==> src/pkg/sbi_pkg.sv <==
// constants for the serial bit-addressed port and interrupt block
// assumes a single clock domain shared with the bus master logic
package sbi_pkg;
	localparam int SEL_W = 5;
	localparam int PORT_W = 16;
	localparam int TIMER_W = 14;
	localparam int LVL_W = 4;
	// bit addresses in the 32-bit space
	localparam logic [4:0] BIT_MODE = 5'h00;
	localparam logic [4:0] BIT_TMR3 = 5'h03;
	localparam logic [4:0] BIT_SOFT_RST = 5'h0F;
	localparam logic [4:0] BIT_PORT_LO = 5'h10;
	localparam logic [4:0] BIT_PORT_HI = 5'h1F;
	// word offset of the port bits, twice the bit address
	localparam logic [11:0] PORT_BASE_OFFSET = 12'h020;
	// mode encodings of the mode control bit
	localparam logic MODE_INT = 1'b0;
	localparam logic MODE_CLOCK = 1'b1;
	// timer decrement prescale in ref_clk cycles
	localparam int TMR_PRESCALE = 64;
	localparam logic [5:0] PRE_LAST = 6'(TMR_PRESCALE - 1);
	localparam logic [TIMER_W-1:0] TMR_ZERO = 14'h0000;
	localparam logic [TIMER_W-1:0] TMR_ONE = 14'h0001;
	localparam logic [LVL_W-1:0] LVL_NONE = 4'h0;
endpackage : sbi_pkg

==> src/rtl/sbi_port.sv <==
// serial bit-addressed port, interrupt mask and interval timer
// assumes bus strobes come from logic on ref_clk; pins and
// interrupt inputs are asynchronous and are synchronised here
`timescale 1ns/10ps
module sbi_port
	import sbi_pkg::*;
(
	// clock, reset, enable
	input wire logic ref_clk,
	input wire logic reset,
	input wire logic clk_en,
	// serial bit bus
	input wire logic chip_sel_n,
	input wire logic [sbi_pkg::SEL_W-1:0] bit_select_inputs,
	input wire logic bit_wr,
	input wire logic bit_wr_data,
	output logic bit_rd_data,
	// port pins
	input wire logic [sbi_pkg::PORT_W-1:0] port_pins_in,
	output logic [sbi_pkg::PORT_W-1:0] port_pins_out,
	output logic [sbi_pkg::PORT_W-1:0] port_pins_oe,
	// interrupt inputs, active low, index 0 unused
	input wire logic [15:1] irq_in_n,
	// interrupt request
	output logic request_output_pin_n,
	output logic [sbi_pkg::LVL_W-1:0] irq_level
);
	import sbi_pkg::*;

	typedef struct packed {
		logic [PORT_W-1:0] p_s1;
		logic [PORT_W-1:0] p_s2;
		logic [PORT_W-1:0] p_s3;
		logic [PORT_W-1:0] p_val;
		logic [15:1] i_s1;
		logic [15:1] i_s2;
		logic [15:1] i_s3;
		logic [15:1] i_val;
		logic mode;
		logic [15:1] mask;
		logic [PORT_W-1:0] dir;
		logic [PORT_W-1:0] pout;
		logic [TIMER_W-1:0] tload;
		logic [TIMER_W-1:0] tcnt;
		logic [5:0] pre;
		logic tflag;
		logic rd_bit;
		logic req_n;
		logic [LVL_W-1:0] lvl;
	} sbi_state_s;

	localparam sbi_state_s ST_RST = '{p_val: 16'hFFFF, p_s1: 16'hFFFF, p_s2: 16'hFFFF, p_s3: 16'hFFFF,
		i_val: 15'h7FFF, i_s1: 15'h7FFF,
		i_s2: 15'h7FFF, i_s3: 15'h7FFF, req_n: 1'b1, default: '0};

	sbi_state_s state_reg;
	sbi_state_s state_next;

	logic sel_active;
	logic wr_hit;
	logic rd_hit;
	logic timer_on;
	logic [15:1] irq_eff;
	logic [15:1] pending;
	logic [15:0] low_vec;
	logic [PORT_W-1:0] port_vec;
	logic [3:0] idx;
	logic tick;

	always_comb
	begin
		state_next = state_reg;
		sel_active = !chip_sel_n;
		wr_hit = sel_active && bit_wr;
		rd_hit = sel_active && !bit_wr;
		idx = bit_select_inputs[3:0];
		timer_on = state_reg.tload != TMR_ZERO;
		tick = timer_on && (state_reg.pre == PRE_LAST);

		// three-stage synchronisers, value taken when stages 2 and 3 agree
		state_next.p_s1 = port_pins_in;
		state_next.p_s2 = state_reg.p_s1;
		state_next.p_s3 = state_reg.p_s2;
		state_next.i_s1 = irq_in_n;
		state_next.i_s2 = state_reg.i_s1;
		state_next.i_s3 = state_reg.i_s2;
		for (int i = 0; i < PORT_W; i++)
		begin
			if (state_reg.p_s2[i] == state_reg.p_s3[i])
			begin
				state_next.p_val[i] = state_reg.p_s3[i];
			end
		end
		for (int i = 1; i < 16; i++)
		begin
			if (state_reg.i_s2[i] == state_reg.i_s3[i])
			begin
				state_next.i_val[i] = state_reg.i_s3[i];
			end
		end

		// read path, one bit per access
		low_vec = (state_reg.mode == MODE_CLOCK) ?
			{!state_reg.req_n, state_reg.tcnt, state_reg.mode} :
			{state_reg.i_val, state_reg.mode};
		for (int i = 0; i < PORT_W; i++)
		begin
			port_vec[i] = state_reg.dir[i] ? state_reg.pout[i] : state_reg.p_val[i];
		end
		if (rd_hit)
		begin
			state_next.rd_bit = bit_select_inputs[4] ? port_vec[idx] : low_vec[idx];
		end
		else
		begin
			state_next.rd_bit = 1'b0;
		end

		// timer countdown with reload
		if (timer_on)
		begin
			state_next.pre = tick ? 6'h00 : 6'(state_reg.pre + 6'h01);
		end
		if (tick)
		begin
			if (state_reg.tcnt == TMR_ZERO)
			begin
				state_next.tcnt = state_reg.tload;
			end
			else
			begin
				state_next.tcnt = TIMER_W'(state_reg.tcnt - TMR_ONE);
			end
		end

		// write path
		if (wr_hit)
		begin
			if (bit_select_inputs[4])
			begin
				state_next.dir[idx] = 1'b1;
				state_next.pout[idx] = bit_wr_data;
			end
			else if (bit_select_inputs == BIT_MODE)
			begin
				state_next.mode = bit_wr_data;
			end
			else if (state_reg.mode == MODE_INT)
			begin
				state_next.mask[idx] = bit_wr_data;
				if (bit_select_inputs == BIT_TMR3)
				begin
					state_next.tflag = 1'b0;
				end
			end
			else if (bit_select_inputs == BIT_SOFT_RST)
			begin
				if (!bit_wr_data)
				begin
					state_next.dir = '0;
				end
			end
			else
			begin
				state_next.tload[idx - 4'h1] = bit_wr_data;
				state_next.tcnt = state_next.tload;
				state_next.pre = 6'h00;
				state_next.tflag = 1'b0;
			end
		end

		// timer expiry, set wins over any clear above
		if (tick && state_reg.tcnt == TMR_ONE)
		begin
			state_next.tflag = 1'b1;
		end

		// request and priority, lowest level first
		irq_eff = ~state_reg.i_val;
		if (timer_on)
		begin
			irq_eff[3] = state_reg.tflag;
		end
		pending = irq_eff & state_reg.mask;
		state_next.req_n = !(|pending);
		state_next.lvl = LVL_NONE;
		for (int i = 15; i >= 1; i--)
		begin
			if (pending[i])
			begin
				state_next.lvl = LVL_W'(i);
			end
		end
	end

	always_ff @(posedge ref_clk)
	begin
		if (reset)
		begin
			state_reg <= ST_RST;
		end
		else if (clk_en)
		begin
			state_reg <= state_next;
		end
	end

	assign bit_rd_data = state_reg.rd_bit;
	assign port_pins_out = state_reg.pout;
	assign port_pins_oe = state_reg.dir;
	assign request_output_pin_n = state_reg.req_n;
	assign irq_level = state_reg.lvl;
endmodule : sbi_port

==> config.mk <==
export PLATFORM = sky130hd
export DESIGN_NAME = sbi_port
export DESIGN_NICKNAME = d
export VERILOG_FILES = /design/src/pkg/sbi_pkg.sv /design/src/rtl/sbi_port.sv
export SDC_FILE = /design/constraint.sdc
export NUM_CORES = 1
export LEC_CHECK = 0
export ABC_AREA = 1
export ABC_CLOCK_PERIOD_IN_PS = 4600
export BUFFER_PORTS_ARGS = -buffer_cell sky130_fd_sc_hd__buf_4
export CAP_MARGIN = 20
export CORE_ASPECT_RATIO = 0.8
export CORE_MARGIN = 3
export CORE_UTILIZATION = 30
export DETAILED_ROUTE_END_ITERATION = 7
export SYNTH_ARGS = -nofsm -noshare
export SYNTH_HDL_FRONTEND = slang
export SYNTH_SLANG_ARGS = --single-unit
==> constraint.sdc <==
create_clock -name ref_clk -period 4.6 [get_ports ref_clk]
set_input_delay 0.23 -clock ref_clk [delete_from_list [all_inputs] [get_ports ref_clk]]
set_output_delay 0.23 -clock ref_clk [all_outputs]
set_load 0.03 [all_outputs]
; Word-level counts from Yosys, hierarchy flattened
; Index checks and enable logic that the tools add are counted.
[word_totals]
register_bits = 213
in_bits = 42
output_inout_bits = 38
[classes]
n_addsub = 3
magnitude_cmp = 4
eq_ne = 40
n_mux = 63
bitwise = 7
reduce_logical = 55
[ops]
columns = cell, count
row1 = 2-to-1 mux 16 bit, 6
row2 = 2-to-1 mux 21 bit, 4
row3 = AND reduction 2 bit, 31
row4 = 2-to-1 mux 4 bit, 15
row5 = == test 1 bit, 31
row6 = 2-to-1 mux 14 bit, 2
row7 = 2-to-1 mux 1 bit, 26
row8 = 2-to-1 mux 20 bit, 1
row9 = AND reduction 6 bit, 3
row10 = bitwise mux 16 bit, 1
row11 = OR 16 bit, 1
row12 = bitwise AND 15 bit, 1
row13 = bitwise mux 15 bit, 1
row14 = NOT 15 bit, 1
row15 = OR reduction 15 bit, 1
row16 = bitwise mux 14 bit, 1
row17 = == test 14 x 1 -> 1 bit (second input constant), 1
row18 = zero test 14 bit, 1
row19 = nonzero test 14 bit, 1
row20 = subtractor 14 x 1 -> 14 bit (second input constant), 1
row21 = 2-to-1 mux 6 bit, 2
row22 = less-than comparator 4 x 5 -> 1 bit (second input constant), 2
row23 = binary-select mux 1 bit (select 4 bit), 2
row24 = demux 1 bit (select 4 bit), 2
row25 = 18 further kinds, 34

; Logic depth before layout (Yosys ltp)
; Gate-level depths: netlist of run 1.
[depth]
ltp_word = 18
mapped_depth = 16
depth_no_buf = 16

; Least setup slack after synthesis of run 1
; OpenSTA, ideal clock, no wires.
[synth_path]
path_kind = reg-to-reg
start = register state_reg[13] (netlist name)
end = register state_reg[14] (netlist name)
setup_ns = 0.072
arrival_time_ns = 1.629
setup_slack_ns = 2.899
stages_incl_launch_ff = 14
n_path_buf = 1
path_cell_list = dfxtp_1 > inv_1 > ha_1 > nand3_1 > inv_1 > nand2_2 > nor2_4 > inv_2 > buf_6 > a21oi_1 > o21ai_1 > o21ai_0 > nand2_1 > a21oi_1
[synth_between]
elab_chain_cells = 8
elab_cells_between_ends = 9
cone_classes = 1 x add/sub / 7 x mux / 1 x reduce/logical
[synth_rtl]
columns = element, line
row1 = from (decl), sbi_port.sv:56  ; sbi_state_s state_reg;
row2 = from (signal assigned), sbi_port.sv:204  ; state_reg <= state_next;
row3 = subtractor 14 x 1 -> 14 bit / zero test 14 bit (equally long branches), "sbi_port.sv:132, sbi_port.sv:126"
row4 = 2-to-1 mux 14 bit (*), sbi_port.sv:126  ; if (state_reg.tcnt == TMR_ZERO)
row5 = 2-to-1 mux 14 bit (*), sbi_port.sv:124  ; if (tick)
row6 = 2-to-1 mux 21 bit, sbi_port.sv:156  ; else if (bit_select_inputs == BIT_SOFT_RST)
row7 = 2-to-1 mux 20 bit, sbi_port.sv:148  ; else if (state_reg.mode == MODE_INT)
row8 = 2-to-1 mux 21 bit, sbi_port.sv:144  ; else if (bit_select_inputs == BIT_MODE)
row9 = 2-to-1 mux 21 bit, sbi_port.sv:139  ; if (bit_select_inputs[4])
row10 = 2-to-1 mux 21 bit (*), sbi_port.sv:137  ; if (wr_hit)
; Mark *: on every way between the ends. The rest lies on a longest branch, timed or not. The select of a mux whose other input is x is not followed.
; A chain may end at the register's enable or synchronous reset.

; Final worst setup path of run 1
[layout_path]
start = register state_reg[88] (netlist name)
end = register state_reg, in the netlist bit_rd_data
[layout_between]
elab_chain_cells = 5
[layout_rtl]
columns = element, line
row1 = 2-to-1 mux 16 bit, sbi_port.sv:103  ; low_vec = (state_reg.mode == MODE_CLOCK) ?
row2 = binary-select mux 1 bit (select 4 bit), sbi_port.sv:112  ; state_next.rd_bit = bit_select_inputs[4] ? port_vec[idx] : low_vec[idx];
row3 = 2-to-1 mux 1 bit (not written as such), sbi_port.sv:112
row4 = 2-to-1 mux 1 bit, sbi_port.sv:112
row5 = 2-to-1 mux 1 bit, sbi_port.sv:110  ; if (rd_hit)
; Every way passes these cells. The select of a mux whose other input is x is not followed.

==> impl_results.md, run 1 <==
- Status: completed
- Total CTS buffers: 22
- Max transition margin: 32.7%
- Net Count, Synth: 1431
- CTS root buf: clkbuf_16
- Largest net degree at the start of global routing: 103
- Synthesis Warnings: 0
- Post-Synthesis Cells: 1386
- Chip Width: around 210 um
- Synth async-reset ratio: 0%
- Post-synthesis register bit count: about 210
- Clk_skew: roughly 14 ps
- Peak supply drop: 0.263 mV
- Vias in the first global route: 8198
- Syn Area/Cell: between 7 and 8 sq um
- Clock Sinks: between 200 and 250
- Initial antenna violation count: 0
- DP HPWL: a little over 20000 um
- Synth top area cells: dfxtp_1 43%, nand2_1 13%, nand3_1 7.2%
- Drt drc: 0
- Ports: 80
- Longest Clk Path Bufs: 3
- Netlist Area Pre-Place: 0.00996 sq mm
- Slew @ Worst Pin: about 1000 ps
- Net Sw Power: just over 0.001 W
- Layout cells sized above 1: between 10% and 20%
- Synth unique cells: 52
- Top-area cell type share of the netlist area: between 40% and 50%
- Max-cap violations: 0
- Site Rows: between 50 and 60
- EDFF count, synth: 0
- First-pass GRT wire length: between 40000 and 50000 um
- Most common cell in the synthesized netlist: nand2_1
- # setup viols final: 0
- Post-synthesis sequential area ratio: ~43%
- Worst Path Max Fanout: 22
- Grt ovf: 0
- Post-synth top area cell: dfxtp_1
- Total track usage: 16.1%
- Routed WL per cell: about 16 um
- Die Y: between 150 and 200 um
- Port Buffer Count: between 70 and 80
- Die ar.: around 0.035 sq mm
- Antenna Nets Post-Route: 0
- Period utilization: between 50 and 60%
- Synth top cells by count: 352 x nand2_1, 213 x dfxtp_1, 144 x nand3_1, 131 x nor2_1, 102 x o21ai_0
- Cells resized by post-CTS repair: 0
- Setup CP Type: flip-flop to flip-flop
- Hold Vio Cnt, Final: 0
- Cell internal pwr: just over 0.003 W
- Final Max Tran Viols: 0
- Starting Density: a little under a third
- Path type of the worst min-delay path: primary input to flip-flop
- Drt total wl: roughly 29000 um
- Setup TNS: 0 ps
- Via count: 9158
- Worst Path Required: a little over 5000 ps
- H-tree depth: 1
- Clk pwr share: between 40% and 50%
- Gate power share: between 7 and 8%
- Lkg Pwr: just under 5 nW
- Gpl congestion: 0.935
- PD cells: 352 mW/mm^2
- Sw frac: roughly a quarter
- CP Launch Type: flip-flop
- NumNets Final: roughly 1500
- Crit end category: flip-flop
- Worst skew pair latency: 520 ps
- Arr. time, crit path: between 2000 and 3000 ps
- Core area: around 0.033 sq mm
- Max reg flops: between 100 and 150
- Unrepaired setup endpoints after global routing: false
- DR iter-0 viols: 883
- Vias per cell: 4.91
- CTS tree: built
- Top FF cell, synth: dfxtp_1
- Final worst path period need: 2300 ps
- Initial DRT Pass Iterations: 5
- Clock-pin transition on the worst setup and hold timing paths: ~70 ps
- Fraction of power consumed by sequential logic: a little under half
- Area growth syn-to-layout: 16.7%
- Fmax achieved: between 0.4 and 0.5 GHz
- PnR Total Power: slightly above 0.004 W
- Diodes inserted: 0
==> area by class of cell <==
cell class	instances	area, sq um
clock buffers	30	621
inverters	112	425
well taps	427	534
flip-flops and latches	213	4260
repair buffers	116	953
multi-input cells	960	4710
clock inverters	9	113
fillers	3510	21000
==> layer usage <==
metal / GRT usage [%] / wire length [um] / vias up
met3: 3.21 / 2210 / 42
met4: 3.70 / 622 / 0
li1: - / - / 4620
met1: 25.5 / 15100 / 4199
met2: 22.1 / 11300 / 297
met5: 0 / 0 / -
==> worst paths after layout <==
kind	startpoint	end	slack, ps	cells past startpoint
max	state_reg[88]	bit_rd_data	2300	8
min	bit_select_inputs[4]	state_reg[88]	90	4
max reg2reg	state_reg[88]	bit_rd_data	2300	8
min reg2reg	state_next[116]	state_next[116]	460	2
==> cell families after synthesis <==
logic type	count (synthesis)	synth area share (%)
compound gates	263	16.1
xor+xnor	4	0.352
fa+ha+maj	3	0.377
buf+inv	213	9.89
flops	213	42.8
simple gates	690	30.5
==> cell usage in the layout, fill, tap and decap left out, types with 22 or more instances in the layout <==
cell type	count
nand2_1	352
dfxtp_1	213
nand3_1	144
nor2_1	131
o21ai_0	102
inv_1	95
buf_4	83
a21oi_1	68
o211ai_1	48
dlygate4sd3_1	33
clkbuf_16	22
==> worst max-delay path, stage by stage, from the launching register on <==
cell     delay, ps
dfxtp_1        790
inv_1          340
o21ai_0        320
o21ai_0        130
o21ai_0        240
nand4_1        140
nand2_1        110
nand2_1         50
a21oi_1        110
==> power groups by stage <==
stage,combinational (W),sequential [W],clock [W]
2_1_floorplan,0.000202,0.00198,0
3_3_place_gp,0.000289,0.00199,0
3_5_place_dp,0.000293,0.00199,0
4_1_cts,0.000316,0.00195,0.00186
5_1_grt,0.000355,0.00196,0.00193
6_report,0.000315,0.00195,0.00183
==> what timing repair did <==
action                    in CTS  in global routing
setup buffers                  0                  0
hold buffers                  33                  0
hold endpoints to repair      32                  0
==> through the flow <==
| stage | hold WS [ps] | worst slack [ps] | utilization, % | instances | instance area, sq um |
|---|---|---|---|---|---|
| floorplan | 356 | 2900 | - | 1386 | 9960 |
| global placement | 441 | 2250 | 32.4 | 1795 | 10600 |
| detailed placement | 442 | 2250 | 32.4 | 1795 | 10600 |
| CTS | 87.9 | 2430 | 35.6 | 1867 | 11600 |
| global route | 109 | 1990 | 35.6 | 1867 | 11600 |
| finish | 92.0 | 2300 | 35.6 | 1867 | 11600 |
No activity file was read; power rests on OpenSTA's default activity.
==> inputs of run 2 (changes only) <==
--- a/config.mk
+++ b/config.mk
@@ -6,7 +6,7 @@
 export NUM_CORES = 1
 export LEC_CHECK = 0
 export ABC_AREA = 1
-export ABC_CLOCK_PERIOD_IN_PS = 4600
+export ABC_CLOCK_PERIOD_IN_PS = 2400
 export BUFFER_PORTS_ARGS = -buffer_cell sky130_fd_sc_hd__buf_4
 export CAP_MARGIN = 20
 export CORE_ASPECT_RATIO = 0.8
==> constraint.sdc (replaced) <==
create_clock -name ref_clk -period 2.4 [get_ports ref_clk]
set_input_delay 0.12 -clock ref_clk [delete_from_list [all_inputs] [get_ports ref_clk]]
set_output_delay 0.12 -clock ref_clk [all_outputs]
set_load 0.03 [all_outputs]
==> run 2 against run 1 <==
Effect of this change: sequential share of layout area down 0.22 points; via count up 0.78%; clock power up 84%.
==> impl_results.md, run 2 (synthesis results as in run 1) <==
- Gpl congestion: 0.928 (was 0.935)
- Ports: 80 (unchanged)
- Grt ovf: 0 (unchanged)
- CP cell instances: inv_1 > ha_1 > nand3_1 > inv_1 > nand2_2 > nor2_1 > nand4_1 > o21ai_0 > o22ai_1 > nand2_1 > a21oi_2 (was inv_1 > o21ai_0 > o21ai_0 > o21ai_0 > nand4_1 > nand2_1 > nand2_1 > a21oi_1)
- Largest net degree at the start of global routing: 143 (was 103)
- DR iter-0 viols: 926 (was 883)
- H-tree depth: 1 (unchanged)
- Worst skew pair latency: 530 ps (was 520 ps)
- Register area: 0.00426 sq mm (unchanged)
- Setup bufs post-CTS: 0 (unchanged)
- Clock-pin transition on the worst setup and hold timing paths: 60 ps (was 70 ps)
- Unrepaired setup endpoints after global routing: false (unchanged)
- Die Y: 169 um (unchanged)
- Clk_skew: 7.81 ps (was 14.0 ps)
- Vias per cell: 4.93 (was 4.91)
- Via count: 9229 (was 9158)
- Met2 wire length: 11600 um (was 11300 um)
- Longest Clk Path Bufs: 3 (unchanged)
- Core area: 0.0326 sq mm (unchanged)
- Final worst path period need: 2020 ps (was 2300 ps)
- Die ar.: 0.0354 sq mm (unchanged)
- Cells resized by post-CTS repair: 0 (unchanged)
- Setup CP Type: flip-flop to flip-flop (unchanged)
- Max reg flops: 113 (unchanged)
- Fmax achieved: 0.496 GHz (was 0.434 GHz)
- Post-route met1 wirelength: 15200 um (was 15100 um)
- Final hold slack: 36.1 ps (was 92.0 ps)
- Starting Density: 30.5% (unchanged)
- DP HPWL: 21100 um (was 20700 um)
- Diodes inserted: 0 (unchanged)
- Chip Width: 210 um (unchanged)
- Core Util, Final: 35.8% (was 35.6%)
- Lkg Pwr: 4.97 nW (was 4.94 nW)
- Routed WL per cell: 16.0 um (was 15.7 um)
- Slew @ Worst Pin: 682 ps (was 1010 ps)
- Max transition margin: 54.5% (was 32.7%)
- Multi-input gate area: 0.00471 sq mm (unchanged)
- Drt drc: 0 (unchanged)
- Commonest non-fill, non-tap cell in the layout: nand2_1 (unchanged)
- Site Rows: 59 (unchanged)
- First-pass GRT wire length: 46500 um (about the same)
- CTS root buf: clkbuf_16 (unchanged)
- CTS tree: built (unchanged)
- Drt total wl: 29900 um (was 29300 um)
- Top Metal Used: met4 (unchanged)
- Max-cap violations: 0 (unchanged)
- Slowest CP cell: dfxtp_1 (unchanged)
- Worst path bufs/invs: 2 (was 1)
- Leading cell types in the layout, fill and taps excluded: 352 x nand2_1, 213 x dfxtp_1, 144 x nand3_1 (unchanged)
- Worst Path Required: 2810 ps (was 5050 ps)
- Layout cells sized above 1: 13.8% (was 13.5%)
- Peak supply drop: 0.435 mV (was 0.263 mV)
- Initial DRT Pass Iterations: 5 (unchanged)
- Area growth syn-to-layout: 17.4% (was 16.7%)
- Arr. time, crit path: 2420 ps (was 2750 ps)
- PD cells: 661 mW/mm^2 (was 352 mW/mm^2)
- Hold Vio Cnt, Final: 0 (unchanged)
- Clock Sinks: 213 (unchanged)
- Setup TNS: 0 ps (unchanged)
- Total track usage: 16.3% (was 16.1%)
- Worst Path Max Fanout: 7 (was 22)
- # setup viols final: 0 (unchanged)
- Path type of the worst min-delay path: primary input to flip-flop (unchanged)
- NumNets Final: 1477 (was 1470)
- Total CTS buffers: 22 (unchanged)
- Initial antenna violation count: 0 (unchanged)
- CP delay by family, top: simple AND/OR/NAND/NOR gates (was compound AO/OA/AOI/OAI gates)
- Status: completed (unchanged)
- Period utilization: 84.1% (was 50.1%)
- Antenna Nets Post-Route: 0 (unchanged)
- Port Buffer Count: 79 (unchanged)
- CP Launch Type: flip-flop (unchanged)
- Max incr delay on CP: 390 ps (was 790 ps)
- Crit end category: flip-flop (unchanged)
- Fill count: 3476 (was 3510)
- Met3 wire length: 2410 um (was 2210 um)
- Final Max Tran Viols: 0 (unchanged)
- Vias in the first global route: 8141 (was 8198)
- CP most frequent cell: inv_1 (was o21ai_0)
-- run 2: changes by cell type in the layout (fill, tap and decap cells not counted), sizes merged --
cell / change
buf: +5
bufinv: -2
clkbuf: +4
clkinv: -2
dlygate4sd3: +2
inv: -1
-- run 2: path summary, 6_finish.rpt --
path                   start               to  slack, ps  depth (start not counted)
max reg2reg    state_reg[13]    state_reg[15]        380                         11
min              bit_wr_data    state_reg[78]         40                          3
min reg2reg  state_next[128]  state_next[128]        460                          2
max            state_reg[13]    state_reg[15]        380                         11
-- run 2: worst min-delay path, cell delays in order --
cell and delay (ps):
buf_4 210, nand3_1 120, a21oi_1 60
-- run 2: per-layer routing --
| metal | vias up | GRT usage (%) |
|---|---|---|
| met4 | 0 | 4.02 |
| met5 | - | 0 |
| met1 | 4240 | 25.6 |
| met2 | 318 | 22.2 |
| li1 | 4632 | - |
| met3 | 39 | 3.74 |
-- run 2: power by group --
part	total [W]	switching (W)	internal, W
Combinational	0.000622	0.000394	0.000228
Sequential	0.00374	0.0000836	0.00365
Clock	0.00337	0.00144	0.00193
-- run 2: final cells by class --
| type | count | area share, % |
|---|---|---|
| Clock buffer | 34 | 5.78 |
| Clock inverter | 4 | 0.268 |
| Multi-Input combinational cell | 960 | 40.3 |
| Inverter | 112 | 3.64 |
| Tap cell | 427 | 4.57 |
| Sequential cell | 213 | 36.5 |
| Timing Repair Buffer | 123 | 8.97 |
-- run 2: repair_timing --
action	CTS	global route
endpoints found under the hold margin	48	0
hold buffers	35	0
setup endpoints to repair	0	0
-- run 2: metrics by stage --
stage	setup WS, ps	cell area, sq um	power [W]	instances
floorplan	699	9960	0.00417	1386
global placement	480	10600	0.00438	1800
detailed placement	415	10600	0.00439	1800
CTS	399	11700	0.00780	1873
global route	162	11700	0.00803	1873
finish	382	11700	0.00773	1873
==> inputs of run 3 (changes only) <==
--- a/config.mk
+++ b/config.mk
@@ -6,7 +6,7 @@
 export NUM_CORES = 1
 export LEC_CHECK = 0
 export ABC_AREA = 1
-export ABC_CLOCK_PERIOD_IN_PS = 2400
+export ABC_CLOCK_PERIOD_IN_PS = 2000
 export BUFFER_PORTS_ARGS = -buffer_cell sky130_fd_sc_hd__buf_4
 export CAP_MARGIN = 20
 export CORE_ASPECT_RATIO = 0.8
==> constraint.sdc (replaced) <==
create_clock -name ref_clk -period 2 [get_ports ref_clk]
set_input_delay 0.1 -clock ref_clk [delete_from_list [all_inputs] [get_ports ref_clk]]
set_output_delay 0.1 -clock ref_clk [all_outputs]
set_load 0.03 [all_outputs]
==> run 3 against run 2 <==
Effect of this change: hold slack improved by 40 ps; final area grew 2.6%; sequential power grew 20%; clock power up 24%; combinational power grew 22%; fmax rose by 7.8%; critical endpoint unchanged; critical path depth unchanged; via count up 2.9%; highest routed layer unchanged; flip-flop and latch count unchanged.
==> impl_results.md, run 3 (synthesis results as in run 1) <==
- Largest net degree at the start of global routing: 143 (unchanged)
- Total CTS buffers: 22 (unchanged)
- Path type of the worst min-delay path: primary input to flip-flop (unchanged)
- Fraction of power consumed by sequential logic: 47.6% (was 48.4%)
- Leading cell types in the layout, fill and taps excluded: 352 x nand2_1, 213 x dfxtp_1, 142 x nand3_1 (was 352 x nand2_1, 213 x dfxtp_1, 144 x nand3_1)
- Commonest non-fill, non-tap cell in the layout: nand2_1 (unchanged)
- # setup viols final: 0 (unchanged)
- Sw frac: 25.3% (was 24.8%)
- PD cells: 786 mW/mm^2 (was 661 mW/mm^2)
- Die ar.: 0.0354 sq mm (unchanged)
- Worst Path Max Fanout: 3 (was 7)
- Crit end category: flip-flop (unchanged)
- Grt ovf: 0 (unchanged)
- R2r setup slk: 130 ps (was 380 ps)
- Routed WL per cell: 15.9 um (was 16.0 um)
- H-tree depth: 1 (unchanged)
- Total track usage: 16.5% (was 16.3%)
- Hold Vio Cnt, Final: 0 (unchanged)
- Gate power share: 8.1% (about the same)
- Worst Path Required: 2400 ps (was 2810 ps)
- Starting Density: 30.5% (unchanged)
- Clock-pin transition on the worst setup and hold timing paths: 70 ps (was 60 ps)
- Longest Clk Path Bufs: 3 (unchanged)
- Vias in the first global route: 8409 (was 8141)
- Hold Crit Start: clk_en (was bit_wr_data)
- CP Launch Type: flip-flop (unchanged)
- Setup CP Type: flip-flop to flip-flop (unchanged)
- Max reg flops: 113 (unchanged)
- NumNets Final: 1505 (was 1477)
- Worst path bufs/invs: 2 (unchanged)
- Hold endpoint: state_reg[88] (was state_reg[78])
- CTS root buf: clkbuf_16 (unchanged)
- Drt drc: 0 (unchanged)
- Fmax achieved: 0.534 GHz (was 0.496 GHz)
- Antenna Nets Post-Route: 0 (unchanged)
- Clk_skew: 8.09 ps (was 7.81 ps)
- Lkg Pwr: 5.15 nW (was 4.97 nW)
- Inst Count DP: 1824 (was 1800)
- Worst skew pair latency: 530 ps (about the same)
- Max incr delay on CP: 330 ps (was 390 ps)
- Net Sw Power: 0.00239 W (was 0.00191 W)
- Die Y: 169 um (unchanged)
- Core area: 0.0326 sq mm (unchanged)
- Via count: 9495 (was 9229)
- Final worst path period need: 1870 ps (was 2020 ps)
- Initial antenna violation count: 0 (unchanged)
- R2R cell count: 11 (unchanged)
- Layout cells sized above 1: 16.5% (was 13.8%)
- Non-filler cells, final: 1903 (was 1873)
- Max transition margin: 57.8% (was 54.5%)
- Area after DPL: 0.0108 sq mm (was 0.0106 sq mm)
- CP cell instances: inv_1 > ha_2 > nand3_2 > inv_2 > nand2_2 > nor2_4 > nand4_1 > o21ai_0 > o22ai_1 > nand2_1 > a21oi_2 (was inv_1 > ha_1 > nand3_1 > inv_1 > nand2_2 > nor2_1 > nand4_1 > o21ai_0 > o22ai_1 > nand2_1 > a21oi_2)
- Fin area: 0.0120 sq mm (was 0.0117 sq mm)
- Cell internal pwr: 0.00704 W (was 0.00582 W)
- DR iter-0 viols: 929 (was 926)
- Final hold slack: 75.8 ps (was 36.1 ps)
- Setup TNS: 0 ps (unchanged)
- Gpl congestion: 0.931 (was 0.928)
- First-pass GRT wire length: 47300 um (was 46500 um)
- Status: completed (unchanged)
- Hold Crit Depth: 4 (was 3)
- Area growth syn-to-layout: 20.5% (was 17.4%)
- Max-cap violations: 0 (unchanged)
- Final Max Tran Viols: 0 (unchanged)
- Slowest CP cell: dfxtp_1 (unchanged)
- Diodes inserted: 0 (unchanged)
- R2R Path Start: state_reg[14] (was state_reg[13])
- Critical R2R Capture: state_reg[15] (unchanged)
- Site Rows: 59 (unchanged)
- Initial DRT Pass Iterations: 5 (unchanged)
- Clk pwr share: 44.4% (was 43.6%)
- Unrepaired setup endpoints after global routing: false (unchanged)
- DP HPWL: 21600 um (was 21100 um)
- Ports: 80 (unchanged)
- Port Buffer Count: 79 (unchanged)
- Arr. time, crit path: 2280 ps (was 2420 ps)
- Slew @ Worst Pin: 633 ps (was 682 ps)
- Vias per cell: 4.99 (was 4.93)
- Period utilization: 93.6% (was 84.1%)
- Drt total wl: 30300 um (was 29900 um)
- Chip Width: 210 um (unchanged)
- CTS tree: built (unchanged)
- CP delay by family, top: simple AND/OR/NAND/NOR gates (unchanged)
- Peak supply drop: 0.552 mV (was 0.435 mV)
- Clock Sinks: 213 (unchanged)
## run 3: area by class of cell
class / instances / area (sq um)
Multi-Input combinational cell: 960 / 4760
Sequential cell: 213 / 4260
Inverter: 112 / 430
Clock inverter: 12 / 125
Timing Repair Buffer: 151 / 1260
Fill cell: 3487 / 20600
Tap cell: 427 / 534
Clock buffer: 28 / 623
## run 3: routing by layer
layer	vias up	share of wire, %	GRT usage [%]
li1	4692	-	-
met1	4443	51	26.1
met2	313	39	22.5
met3	47	7.2	3.06
met4	0	2.6	4.42
met5	-	0	0
## run 3: stage by stage
stage	setup slack, ps	util (%)	total power (W)
after detailed placement	73.4	33.1	0.00528
after CTS	61.4	36.5	0.00955
after floorplan	299	-	0.00501
after global routing	3.14	36.8	0.00981
final	128	36.8	0.00943
after global placement	181	33.1	0.00527
## run 3: repair_timing
action	CTS	global route
setup buffers	0	3
endpoints found under the setup margin	0	13
hold endpoints to repair	42	0
gates resized for setup	0	18
hold buffers	36	0
## run 3: worst max path at each step
stage | slack (ps) | endpoint | start | depth (start not counted)
final | 130 | state_reg[15] | state_reg[14] | 11
after global routing | 3 | state_reg[20] | state_reg[24] | 12
after CTS | 60 | state_reg[21] | state_reg[14] | 11
after detailed placement | 70 | state_reg[15] | state_reg[14] | 11
after global placement | 180 | state_reg[15] | state_reg[14] | 11
after floorplan | 300 | state_reg[14] | state_reg[13] | 13
## run 3: power groups by stage
| stage | sequential, W | clock [W] | combinational (W) |
|---|---|---|---|
| floorplan | 0.00454 | 0 | 0.000464 |
| global placement | 0.00457 | 0 | 0.000696 |
| detailed placement | 0.00458 | 0 | 0.000702 |
| CTS | 0.00448 | 0.00430 | 0.000760 |
| global route | 0.00450 | 0.00446 | 0.000848 |
| finish | 0.00449 | 0.00419 | 0.000761 |
## run 3: worst min-delay path: cells and delay by family
kind / cells / cell delay, ps
buffers and inverters: 2 / 180
AND/OR/NAND/NOR: 1 / 160
AO/OA/AOI/OAI: 1 / 110
